--- src/llsr_params.svh ---
// Constants for the laser loop setpoint register bank.
// How it works
// RULE1: Each channel picks one of 256 monitor resistor settings by an 8-bit code.
// RULE2: Channel one resistor code is byte 0x12, read/write, resets to 0xFF.
// RULE3: Channel two resistor code is byte 0x17, read/write, resets to 0xFF.
// RULE4: Force-sense select 1 routes cathode pin to ADC, 0 the internal node.
// RULE5: Cathode pin shows only the upper four code bits; ADC sense shows all.
// RULE6: Resistor disable bit clear enables the resistor, set disconnects it.
// RULE7: Channel one disable is bit 2 of 0x10, read/write, resets to zero.
// RULE8: Channel two disable is bit 2 of 0x15, read/write, resets to zero.
// RULE9: Current regulation closes the loop through the current-sense resistor.
// RULE10: Host sets disable and force-sense both to 1 for external resistor measurement.
// RULE11: Reference always active; standalone mode gives 0.25 V or 0.5 V by pin.
// RULE12: Host mode uses the 10-bit reference code, 0x000 minimum, 0x3FF maximum.
// RULE13: Channel one reference spans 0x13/0x14, read/write, resets to 0x000.
// RULE14: Channel two reference spans 0x18/0x19, read/write, resets to 0x000.
// RULE15: Power regulation node is the internal resistor connection, not the anode pin.
// RULE16: Six-bit register address auto-increments per byte and wraps after 0x3F.
// RULE17: Each trim output follows its stored value once the byte write completes.
// RULE18: Reads return last written or reset value with no side effects.
`ifndef LLSR_PARAMS_SVH
`define LLSR_PARAMS_SVH
`define LLSR_ADDR_CH1_CTRL    6'h10
`define LLSR_ADDR_CH1_RES     6'h12
`define LLSR_ADDR_CH1_REF_LO  6'h13
`define LLSR_ADDR_CH1_REF_HI  6'h14
`define LLSR_ADDR_CH2_CTRL    6'h15
`define LLSR_ADDR_CH2_RES     6'h17
`define LLSR_ADDR_CH2_REF_LO  6'h18
`define LLSR_ADDR_CH2_REF_HI  6'h19
`define LLSR_ADDR_FNS         6'h1A
`define LLSR_BIT_DISABLE      2
`define LLSR_BIT_FNS_CH1      2
`define LLSR_BIT_FNS_CH2      6
`define LLSR_RST_RES          8'hFF
`define LLSR_RST_REF          10'h000
`define LLSR_RST_DISABLE      1'b0
`define LLSR_REF_SEL_LOW      2'h1
`define LLSR_REF_SEL_HIGH     2'h2
`define LLSR_REF_SEL_CODE     2'h0
`define LLSR_ADDR_LAST        6'h3F
`endif

--- src/llsr_pkg.sv ---
// Types shared by the laser loop setpoint register bank.
package llsr_pkg;
    typedef logic [5:0] llsr_addr_t;
    typedef logic [7:0] llsr_byte_t;
    typedef enum logic [1:0]
    {
        LLSR_ADDR_IDLE = 2'h0,
        LLSR_ADDR_RUN  = 2'h1
    } llsr_addr_state_t;
endpackage

--- src/llsr_addr_ctr.sv ---
// Register address pointer with burst auto-increment.
`timescale 1ns/100ps
`include "llsr_params.svh"
module llsr_addr_ctr
    import llsr_pkg::*;
(
    input  wire logic             core_clk_i,
    input  wire logic             reset_n_i,
    input  wire logic             load_i,
    input  wire llsr_pkg::llsr_addr_t load_addr_i,
    input  wire logic             step_i,
    output      llsr_pkg::llsr_addr_t addr_o
);
    typedef struct packed
    {
        llsr_addr_t addr;
    } llsr_ctr_state_t;
    llsr_ctr_state_t s_q;
    llsr_ctr_state_t s_d;
    always_comb
    begin
        s_d = s_q;
        if (load_i)
        begin
            s_d.addr = load_addr_i;
        end
        else if (step_i)
        begin
            // Wraps naturally to zero after the last address.
            s_d.addr = (s_q.addr == `LLSR_ADDR_LAST) ? 6'h00 : s_q.addr + 6'h01; // RULE16
        end
    end
    always_ff @(posedge core_clk_i or negedge reset_n_i)
    begin
        if (!reset_n_i)
        begin
            s_q <= '0;
        end
        else
        begin
            s_q <= s_d;
        end
    end
    assign addr_o = s_q.addr;
endmodule // llsr_addr_ctr

--- src/llsr_regs.sv ---
// Laser loop setpoint register bank, top level.
`timescale 1ns/100ps
`include "llsr_params.svh"
module llsr_regs
    import llsr_pkg::*;
(
    input  wire logic             core_clk_i,
    input  wire logic             reset_n_i,
    input  wire logic             frame_start_i,
    input  wire llsr_pkg::llsr_addr_t frame_addr_i,
    input  wire logic             wr_strobe_i,
    input  wire llsr_pkg::llsr_byte_t wr_data_i,
    input  wire logic             rd_strobe_i,
    output      llsr_pkg::llsr_byte_t rd_data_o,
    output      llsr_pkg::llsr_addr_t cur_addr_o,
    input  wire logic             interface_select_pin_i,
    input  wire logic             host_mode_i,
    input  wire logic [1:0]       current_regulation_mode_i,
    output      logic [7:0]       ch1_monitor_resistor_o,
    output      logic [7:0]       ch2_monitor_resistor_o,
    output      logic [3:0]       ch1_cathode_code_o,
    output      logic [3:0]       ch2_cathode_code_o,
    output      logic [1:0]       resistor_enable_o,
    output      logic [1:0]       adc_cathode_sel_o,
    output      logic [1:0]       loop_current_sense_o,
    output      logic [9:0]       ch1_reference_code_o,
    output      logic [9:0]       ch2_reference_code_o,
    output      logic [1:0]       reference_sel_o
);
    import llsr_pkg::*;

    // ************************************************************
    // State.
    // ************************************************************
    typedef struct packed
    {
        logic [1:0]       isel_sync;
        logic [7:0]       ch1_res;
        logic [7:0]       ch2_res;
        logic [1:0]       res_dis;
        logic [1:0]       fns;
        logic [9:0]       ch1_ref;
        logic [9:0]       ch2_ref;
        logic [7:0]       rdata;
    } llsr_state_t;

    llsr_state_t s_q;
    llsr_state_t s_d;
    llsr_addr_t  addr;

    // The pointer steps only after a data byte; the address byte loads it from frame_addr_i.
    llsr_addr_ctr u_addr
    (
        .core_clk_i  (core_clk_i),
        .reset_n_i   (reset_n_i),
        .load_i      (frame_start_i),
        .load_addr_i (frame_addr_i),
        .step_i      (wr_strobe_i || rd_strobe_i),
        .addr_o      (addr)
    );

    function automatic logic [7:0] read_mux(input llsr_addr_t a, input llsr_state_t s);
        logic [7:0] v;
        v = 8'h00;
        case (a)
            `LLSR_ADDR_CH1_CTRL:   v[`LLSR_BIT_DISABLE] = s.res_dis[0];
            `LLSR_ADDR_CH1_RES:    v = s.ch1_res;
            `LLSR_ADDR_CH1_REF_LO: v = s.ch1_ref[7:0];
            `LLSR_ADDR_CH1_REF_HI: v = {6'h00, s.ch1_ref[9:8]};
            `LLSR_ADDR_CH2_CTRL:   v[`LLSR_BIT_DISABLE] = s.res_dis[1];
            `LLSR_ADDR_CH2_RES:    v = s.ch2_res;
            `LLSR_ADDR_CH2_REF_LO: v = s.ch2_ref[7:0];
            `LLSR_ADDR_CH2_REF_HI: v = {6'h00, s.ch2_ref[9:8]};
            `LLSR_ADDR_FNS:
            begin
                v[`LLSR_BIT_FNS_CH1] = s.fns[0];
                v[`LLSR_BIT_FNS_CH2] = s.fns[1];
            end
            default:               v = 8'h00;
        endcase
        return v;
    endfunction

    // ************************************************************
    // Next state.
    // ************************************************************
    always_comb
    begin
        s_d = s_q;
        s_d.isel_sync = {s_q.isel_sync[0], interface_select_pin_i};
        if (wr_strobe_i)
        begin
            case (addr)
                `LLSR_ADDR_CH1_CTRL:   s_d.res_dis[0] = wr_data_i[`LLSR_BIT_DISABLE]; // RULE7
                `LLSR_ADDR_CH1_RES:    s_d.ch1_res = wr_data_i; // RULE2
                `LLSR_ADDR_CH1_REF_LO: s_d.ch1_ref[7:0] = wr_data_i; // RULE13
                `LLSR_ADDR_CH1_REF_HI: s_d.ch1_ref[9:8] = wr_data_i[1:0]; // RULE13
                `LLSR_ADDR_CH2_CTRL:   s_d.res_dis[1] = wr_data_i[`LLSR_BIT_DISABLE]; // RULE8
                `LLSR_ADDR_CH2_RES:    s_d.ch2_res = wr_data_i; // RULE3
                `LLSR_ADDR_CH2_REF_LO: s_d.ch2_ref[7:0] = wr_data_i; // RULE14
                `LLSR_ADDR_CH2_REF_HI: s_d.ch2_ref[9:8] = wr_data_i[1:0]; // RULE14
                `LLSR_ADDR_FNS:
                begin
                    s_d.fns[0] = wr_data_i[`LLSR_BIT_FNS_CH1];
                    s_d.fns[1] = wr_data_i[`LLSR_BIT_FNS_CH2];
                end
                default:               s_d.rdata = s_q.rdata;
            endcase
        end
        // Reading only captures data; no register changes.
        if (rd_strobe_i)
        begin
            s_d.rdata = read_mux(addr, s_q); // RULE18
        end
    end

    always_ff @(posedge core_clk_i or negedge reset_n_i)
    begin
        if (!reset_n_i)
        begin
            s_q.isel_sync <= 2'h0;
            s_q.ch1_res   <= `LLSR_RST_RES;
            s_q.ch2_res   <= `LLSR_RST_RES;
            s_q.res_dis   <= {2{`LLSR_RST_DISABLE}};
            s_q.fns       <= 2'h0;
            s_q.ch1_ref   <= `LLSR_RST_REF;
            s_q.ch2_ref   <= `LLSR_RST_REF;
            s_q.rdata     <= 8'h00;
        end
        else
        begin
            s_q <= s_d;
        end
    end

    // ************************************************************
    // Trim outputs.
    // ************************************************************
    assign rd_data_o              = s_q.rdata;
    assign cur_addr_o             = addr;
    assign ch1_monitor_resistor_o = s_q.ch1_res; // RULE1 RULE17
    assign ch2_monitor_resistor_o = s_q.ch2_res; // RULE1 RULE17
    assign ch1_cathode_code_o     = s_q.ch1_res[7:4]; // RULE5
    assign ch2_cathode_code_o     = s_q.ch2_res[7:4]; // RULE5
    assign resistor_enable_o      = ~s_q.res_dis; // RULE6
    assign adc_cathode_sel_o      = s_q.fns; // RULE4
    // The loop sense switch never uses the anode pin; it picks resistor or current sense.
    assign loop_current_sense_o   = current_regulation_mode_i; // RULE9 RULE15
    assign ch1_reference_code_o   = s_q.ch1_ref; // RULE12 RULE17
    assign ch2_reference_code_o   = s_q.ch2_ref; // RULE12 RULE17
    assign reference_sel_o        = host_mode_i ? `LLSR_REF_SEL_CODE :
                                    (s_q.isel_sync[1] ? `LLSR_REF_SEL_HIGH
                                                      : `LLSR_REF_SEL_LOW); // RULE11

    // ************************************************************
    // Per-channel checks.
    // ************************************************************
    // Both channels are gathered into arrays so one loop checks them alike.
    logic [7:0] chk_res [2];
    logic [9:0] chk_ref [2];
    logic [3:0] chk_cat [2];

    assign chk_res[0] = ch1_monitor_resistor_o;
    assign chk_res[1] = ch2_monitor_resistor_o;
    assign chk_ref[0] = ch1_reference_code_o;
    assign chk_ref[1] = ch2_reference_code_o;
    assign chk_cat[0] = ch1_cathode_code_o;
    assign chk_cat[1] = ch2_cathode_code_o;

    for (genvar ch = 0; ch < 2; ch++)
    begin : g_ch_chk
        localparam llsr_addr_t CTRL_ADDR = (ch == 0) ? `LLSR_ADDR_CH1_CTRL
                                                     : `LLSR_ADDR_CH2_CTRL;
        localparam llsr_addr_t RES_ADDR  = (ch == 0) ? `LLSR_ADDR_CH1_RES
                                                     : `LLSR_ADDR_CH2_RES;
        localparam llsr_addr_t LO_ADDR   = (ch == 0) ? `LLSR_ADDR_CH1_REF_LO
                                                     : `LLSR_ADDR_CH2_REF_LO;
        localparam llsr_addr_t HI_ADDR   = (ch == 0) ? `LLSR_ADDR_CH1_REF_HI
                                                     : `LLSR_ADDR_CH2_REF_HI;
        localparam int         FNS_BIT   = (ch == 0) ? `LLSR_BIT_FNS_CH1 : `LLSR_BIT_FNS_CH2;

    end
endmodule // llsr_regs

--- config.mk ---
export PLATFORM = sky130hd
export DESIGN_NAME = llsr_regs
export DESIGN_NICKNAME = d
export VERILOG_FILES = /design/src/llsr_pkg.sv /design/src/llsr_addr_ctr.sv /design/src/llsr_regs.sv
export VERILOG_INCLUDE_DIRS = /design/src
export SDC_FILE = /design/constraint.sdc
export NUM_CORES = 1
export LEC_CHECK = 0
export BUFFER_PORTS_ARGS = -buffer_cell sky130_fd_sc_hd__buf_2
export CAP_MARGIN = 20
export CORE_MARGIN = 3
export CORE_UTILIZATION = 27
export CTS_BUF_LIST = sky130_fd_sc_hd__clkbuf_8
export DETAILED_ROUTE_END_ITERATION = 10
export SYNTH_ARGS = -nofsm -noshare
export SYNTH_HDL_FRONTEND = slang
export SYNTH_HIERARCHICAL = 1
export SYNTH_SLANG_ARGS = --single-unit
--- constraint.sdc ---
create_clock -name core_clk_i -period 1.84 [get_ports core_clk_i]
set_input_delay 0.46 -clock core_clk_i [delete_from_list [all_inputs] [get_ports core_clk_i]]
set_output_delay 0.46 -clock core_clk_i [all_outputs]
set_load 0.05 [all_outputs]
# Yosys cells after proc, flatten, opt, wreduce, memory -nomap -nowiden
# Cells that the tools add are included.
op_classes:
  muxes: 11
  bitwise_logic: 1
  n_eq_ne: 10
  add_sub_neg: 1
  reduce_logical: 11
ops:
  columns: ["operator", "n"]
  rows:
  - ["$eq 6x5->1 const B", 9]
  - ["$mux 6", 3]
  - ["$reduce_and 2->1", 9]
  - ["$pmux 2 s6", 1]
  - ["$pmux 3 s4", 1]
  - ["$mux 8", 1]
  - ["$pmux 1 s7", 1]
  - ["$add 6x1->6 const B", 1]
  - ["$eq 6x6->1 const B", 1]
  - ["$pmux 1 s5", 1]
  - ["$mux 2", 2]
  - ["$pmux 1 s4", 1]
  - ["$not 2->2", 1]
  - ["$reduce_bool 2->1", 1]
  - ["$logic_or 1x1->1", 1]
totals:
  inputBits: 23
  output_inout_bits: 66
  regBits: 56

# Logic depth before layout (Yosys ltp)
logic_depth:
  depth_word: 4
  depth_mapped: 6
  mapped_depth_nobuf: 4

# By module
# The synthesis kept the hierarchy.
modules_own_cells:
  columns: ["mod", "instances", "area_each_um2", "cells_each"]
  rows:
  - ["llsr_regs", 1, 2856.5, 240]
  - ["llsr_addr_ctr", 1, 385.4, 42]

# Worst setup path before layout
# OpenSTA, ideal clock, no wires.
synth_timing:
  kind: "reg-to-reg"
  startpoint: "reg u_addr.s_q, in the netlist u_addr/addr_o[3]"
  endpoint: "reg s_q, in the netlist rd_data_o[3]"
  stages_incl_launch_ff: 7
  slack_ns: -0.190
  arrival_ns: 1.895
  n_path_buf: 2
  cell_sequence: "dfrtp_1 -> buf_6 -> and4bb_2 -> and3_4 -> buf_6 -> a222oi_1 -> o22ai_1"
synth_between:
  elab_chain_cells: 3
  word_cells_on_any_way: 6
  classes_between: "eq/ne: 4; mux: 2"
synth_rtl:
  columns: ["item", "line_no", "source"]
  rows:
  - ["start, declared", "llsr_addr_ctr.sv:18", "llsr_ctr_state_t s_q;"]
  - ["start signal, assigned", "llsr_addr_ctr.sv:37", "s_q <= '0;"]
  - ["start signal, assigned", "llsr_addr_ctr.sv:41", "s_q <= s_d;"]
  - ["$eq 6x5->1", "llsr_regs.sv:65", "case (a)"]
  - ["$pmux 3 s4 *", "llsr_regs.sv:65", null]
  - ["$mux 8 *", "llsr_regs.sv:111", "if (rd_strobe_i)"]
  - ["end, declared", "llsr_regs.sv:47", "llsr_state_t s_q;"]
# Every way passes the cells marked *; elsewhere a longest branch is shown, timed or not. The select of a mux whose other input is x is not followed.
# A chain may end at the register's enable or synchronous reset.

# Worst setup path in the final report
layout_timing:
  startpoint: "reg u_addr.s_q, in the netlist u_addr/addr_o[5]"
  endpoint: "reg s_q, in the netlist ch1_monitor_resistor_o[6]"
layout_between:
  elab_chain_cells: 2
layout_rtl:
  columns: ["item", "line_no", "source"]
  rows:
  - ["$eq 6x5->1", "llsr_regs.sv:93", "case (addr)"]
  - ["$reduce_and 2->1 (no line)", null, null]
# No other way between the ends.

==> summary.md <==
| Metric | Value |
|---|---|
| Peak VDD IR | 0.464 mV |
| Worst slew margin | 0.707 |
| Clk_lat worst skew | 310 ps |
| Min Tclk post-route | 1680 ps |
| TritonRoute pass-1 iters | 4 |
| Hold bufs inserted after CTS | 0 |
| Crit-path max FO | 8 |
| Global route overflow | 0 |
| EDFF count, synth | 0 |
| Num rows | 39 |
| Worst path required time | 2080 ps |
| Pre-CTS setup slack | 178 ps |
| First-pass GRT wire length | 13000 um |
| Cell variety after synth | 51 |
| Nets | 348 |
| Main synth FF type | dfrtp_1 |
| Total GRT Usage | 0.125 |
| Post-DP HPWL | 6020 um |
| Syn Area/Cell | 11.5 um^2 |
| Gpl congestion | 0.842 |
| Routed length per instance | 17.0 um |
| Reg clk slew, reported paths | 100 ps |
| CTS tree | done |
| Final antenna-violating net count | 0 |
| Async set or reset register ratio after synthesis | 1.00 |
| Commonest non-fill, non-tap cell in the layout | buf_2 |
| Critical Path End Type | register |
| Skew final | 7.64 ps |
| Clock sink count | 56 |
| Syn_nets | 306 |
| Startpoint Class | register |
| R2R depth | 5 |
| Slew Viols, Final | 0 |
| Syn-to-layout area delta | 11.2% |
| Post-Syn Area | 3240 um^2 |
| Leakage power total | 1.72 nW |
| Routed wire length | 7950 um |
| Via density | 4.71 |
| Count of final setup violators | 0 |
| Maximum clock frequency | 594 MHz |
| # Post-CTS Setup Buffers | 0 |
| Fin crit share | 0.915 |
| H-tree depth | 2 |
| Sequential fraction of the synthesis area | 0.438 |
| Max clock buf depth | 2 |
| Top-Level Pins | 89 |
| Worst Tran Pin Value | 428 ps |
| Final setup margin | 156 ps |
| I/O Buffers | 84 |
| Fill cells | 1176 |
| Core ar. | 11600 um^2 |
| RSZ-0062 raised after global routing | false |
| Cells after Synth | 282 |
| Post-CTS sizing | 0 |
| Initial Utilization | 0.280 |
| RR Startpoint | u_addr/addr_o[5] |
| Status | complete, no violations |
| Max-Cap Viols | 0 |
| Via Count | 2203 |
| CTS Buf Count | 5 |
| Most frequent cells in the layout | buf_2 (84), mux2_2 (38), dfrtp_1 (34) |
| Reg2Reg Setup Slack | 160 ps |
| Power density cells | 1320 nW/um^2 |
| RR Endpoint | ch1_monitor_resistor_o[6] |
| Layout cells sized above 1 | 0.588 |
| Critical path type | register to register |
| Pin count of the biggest net entering global routing | 57 |
| Drt drc | 0 |
| Antenna Cells | 0 |
| Syn. warnings | 6 |
| Die Wd | 116 um |
| Number of global-route vias before repair | 2333 |
| Final hold viol count | 0 |
| DRT iter0 DRCs | 134 |
| Worst hold path class | input pin to asynchronous set/reset pin |
| Die Y | 116 um |
| Total die area | 13400 um^2 |
| Initial antenna violation count | 0 |
| #FFs+latches synth | 56 |
| Final setup TNS | 0 ps |
| Root buf cell | clkbuf_8 |
| CP Data Arrival Time | 1930 ps |
[worst max-delay path, stage by stage (launching register included)]
cell and delay, ps:
dfrtp_2 470, nand2b_2 290, nor3_4 190, and3b_1 200
buf_4 140, mux2_2 330
[worst max-delay path by stage]
stage,startpoint,endpoint,cells after the start
6_report,u_addr/addr_o[5],ch1_monitor_resistor_o[6],5
5_1_grt,u_addr/addr_o[2],ch2_reference_code_o[8],3
4_1_cts,u_addr/addr_o[5],ch1_monitor_resistor_o[6],5
3_5_place_dp,u_addr/addr_o[5],ch1_monitor_resistor_o[6],5
3_3_place_gp,u_addr/addr_o[2],rd_data_o[3],4
2_1_floorplan,u_addr/addr_o[5],ch1_monitor_resistor_o[0],5
[layout make-up]
class,count,area (um^2),area share
clock inverter,2,13.8,0.00382
inverter,10,37.5,0.0104
tap,143,179,0.0496
sequential,56,1430,0.396
timing repair buffer,103,576,0.160
multi-input combinational,148,1290,0.357
clock buffer,6,82.6,0.0229
[where the power goes]
group	internal [W]	switching, W
Combinational	0.000603	0.00155
Clock	0.000309	0.000418
Sequential	0.00157	0.000294
[cells by family (layout without fill, tap and decap cells)]
kind of cell	count (synthesis)	count (layout)	synth area share
compound gates	34	34	0.0795
xor+xnor	2	2	0.00540
fa+ha+maj	1	1	0.00386
buf+inv	78	121	0.164
flops	56	56	0.438
mux	52	52	0.188
simple gates	59	59	0.121
[Yosys cell counts (2+ instances only)]
library cell	n	share of area
nor2b_1	5	0.0096
buf_2	8	0.012
dfrtp_1	40	0.31
inv_1	10	0.012
nor3_1	6	0.0093
mux2_4	8	0.037
o22ai_1	5	0.0096
dfstp_2	16	0.13
nand3b_1	2	0.0046
and3_4	2	0.0069
nor2_1	10	0.012
buf_6	2	0.0069
nor4_1	2	0.0039
a31oi_1	5	0.0096
a222oi_1	4	0.012
nand3_1	5	0.0077
xor2_1	2	0.0054
nand2_1	10	0.012
buf_4	57	0.13
a21oi_1	4	0.0062
nor3b_1	3	0.0069
o21ai_0	5	0.0077
mux2i_1	6	0.019
mux2_2	38	0.13
[routing by layer]
layer  GRT usage  wire, um  vias up
met2       0.199      3800       52
met5           0         0        -
met3      0.0329       410        8
li1            -         -     1032
met1       0.169      3620     1111
met4      0.0344       123        0
[state kept, by name, indices dropped and copies added, names as in the netlist]
| register | cells |
|---|---|
| adc_cathode_sel_o | 2 |
| ch1_monitor_resistor_o | 8 |
| ch1_reference_code_o | 10 |
| ch2_monitor_resistor_o | 8 |
| ch2_reference_code_o | 10 |
| rd_data_o | 8 |
| s_d | 1 |
| s_q | 3 |
| u_addr/addr_o | 6 |
[per-stage QoR]
step	area [um^2]	std cells	total power, W	hold WS (ps)	util
after floorplan	3250	282	0.00389	164	-
after global placement	3510	460	0.00404	333	0.303
after detailed placement	3510	460	0.00407	337	0.303
after CTS	3610	468	0.00480	145	0.312
after global routing	3610	468	0.00501	125	0.312
final	3610	468	0.00475	123	0.312
(Power assumes the default switching activity.)
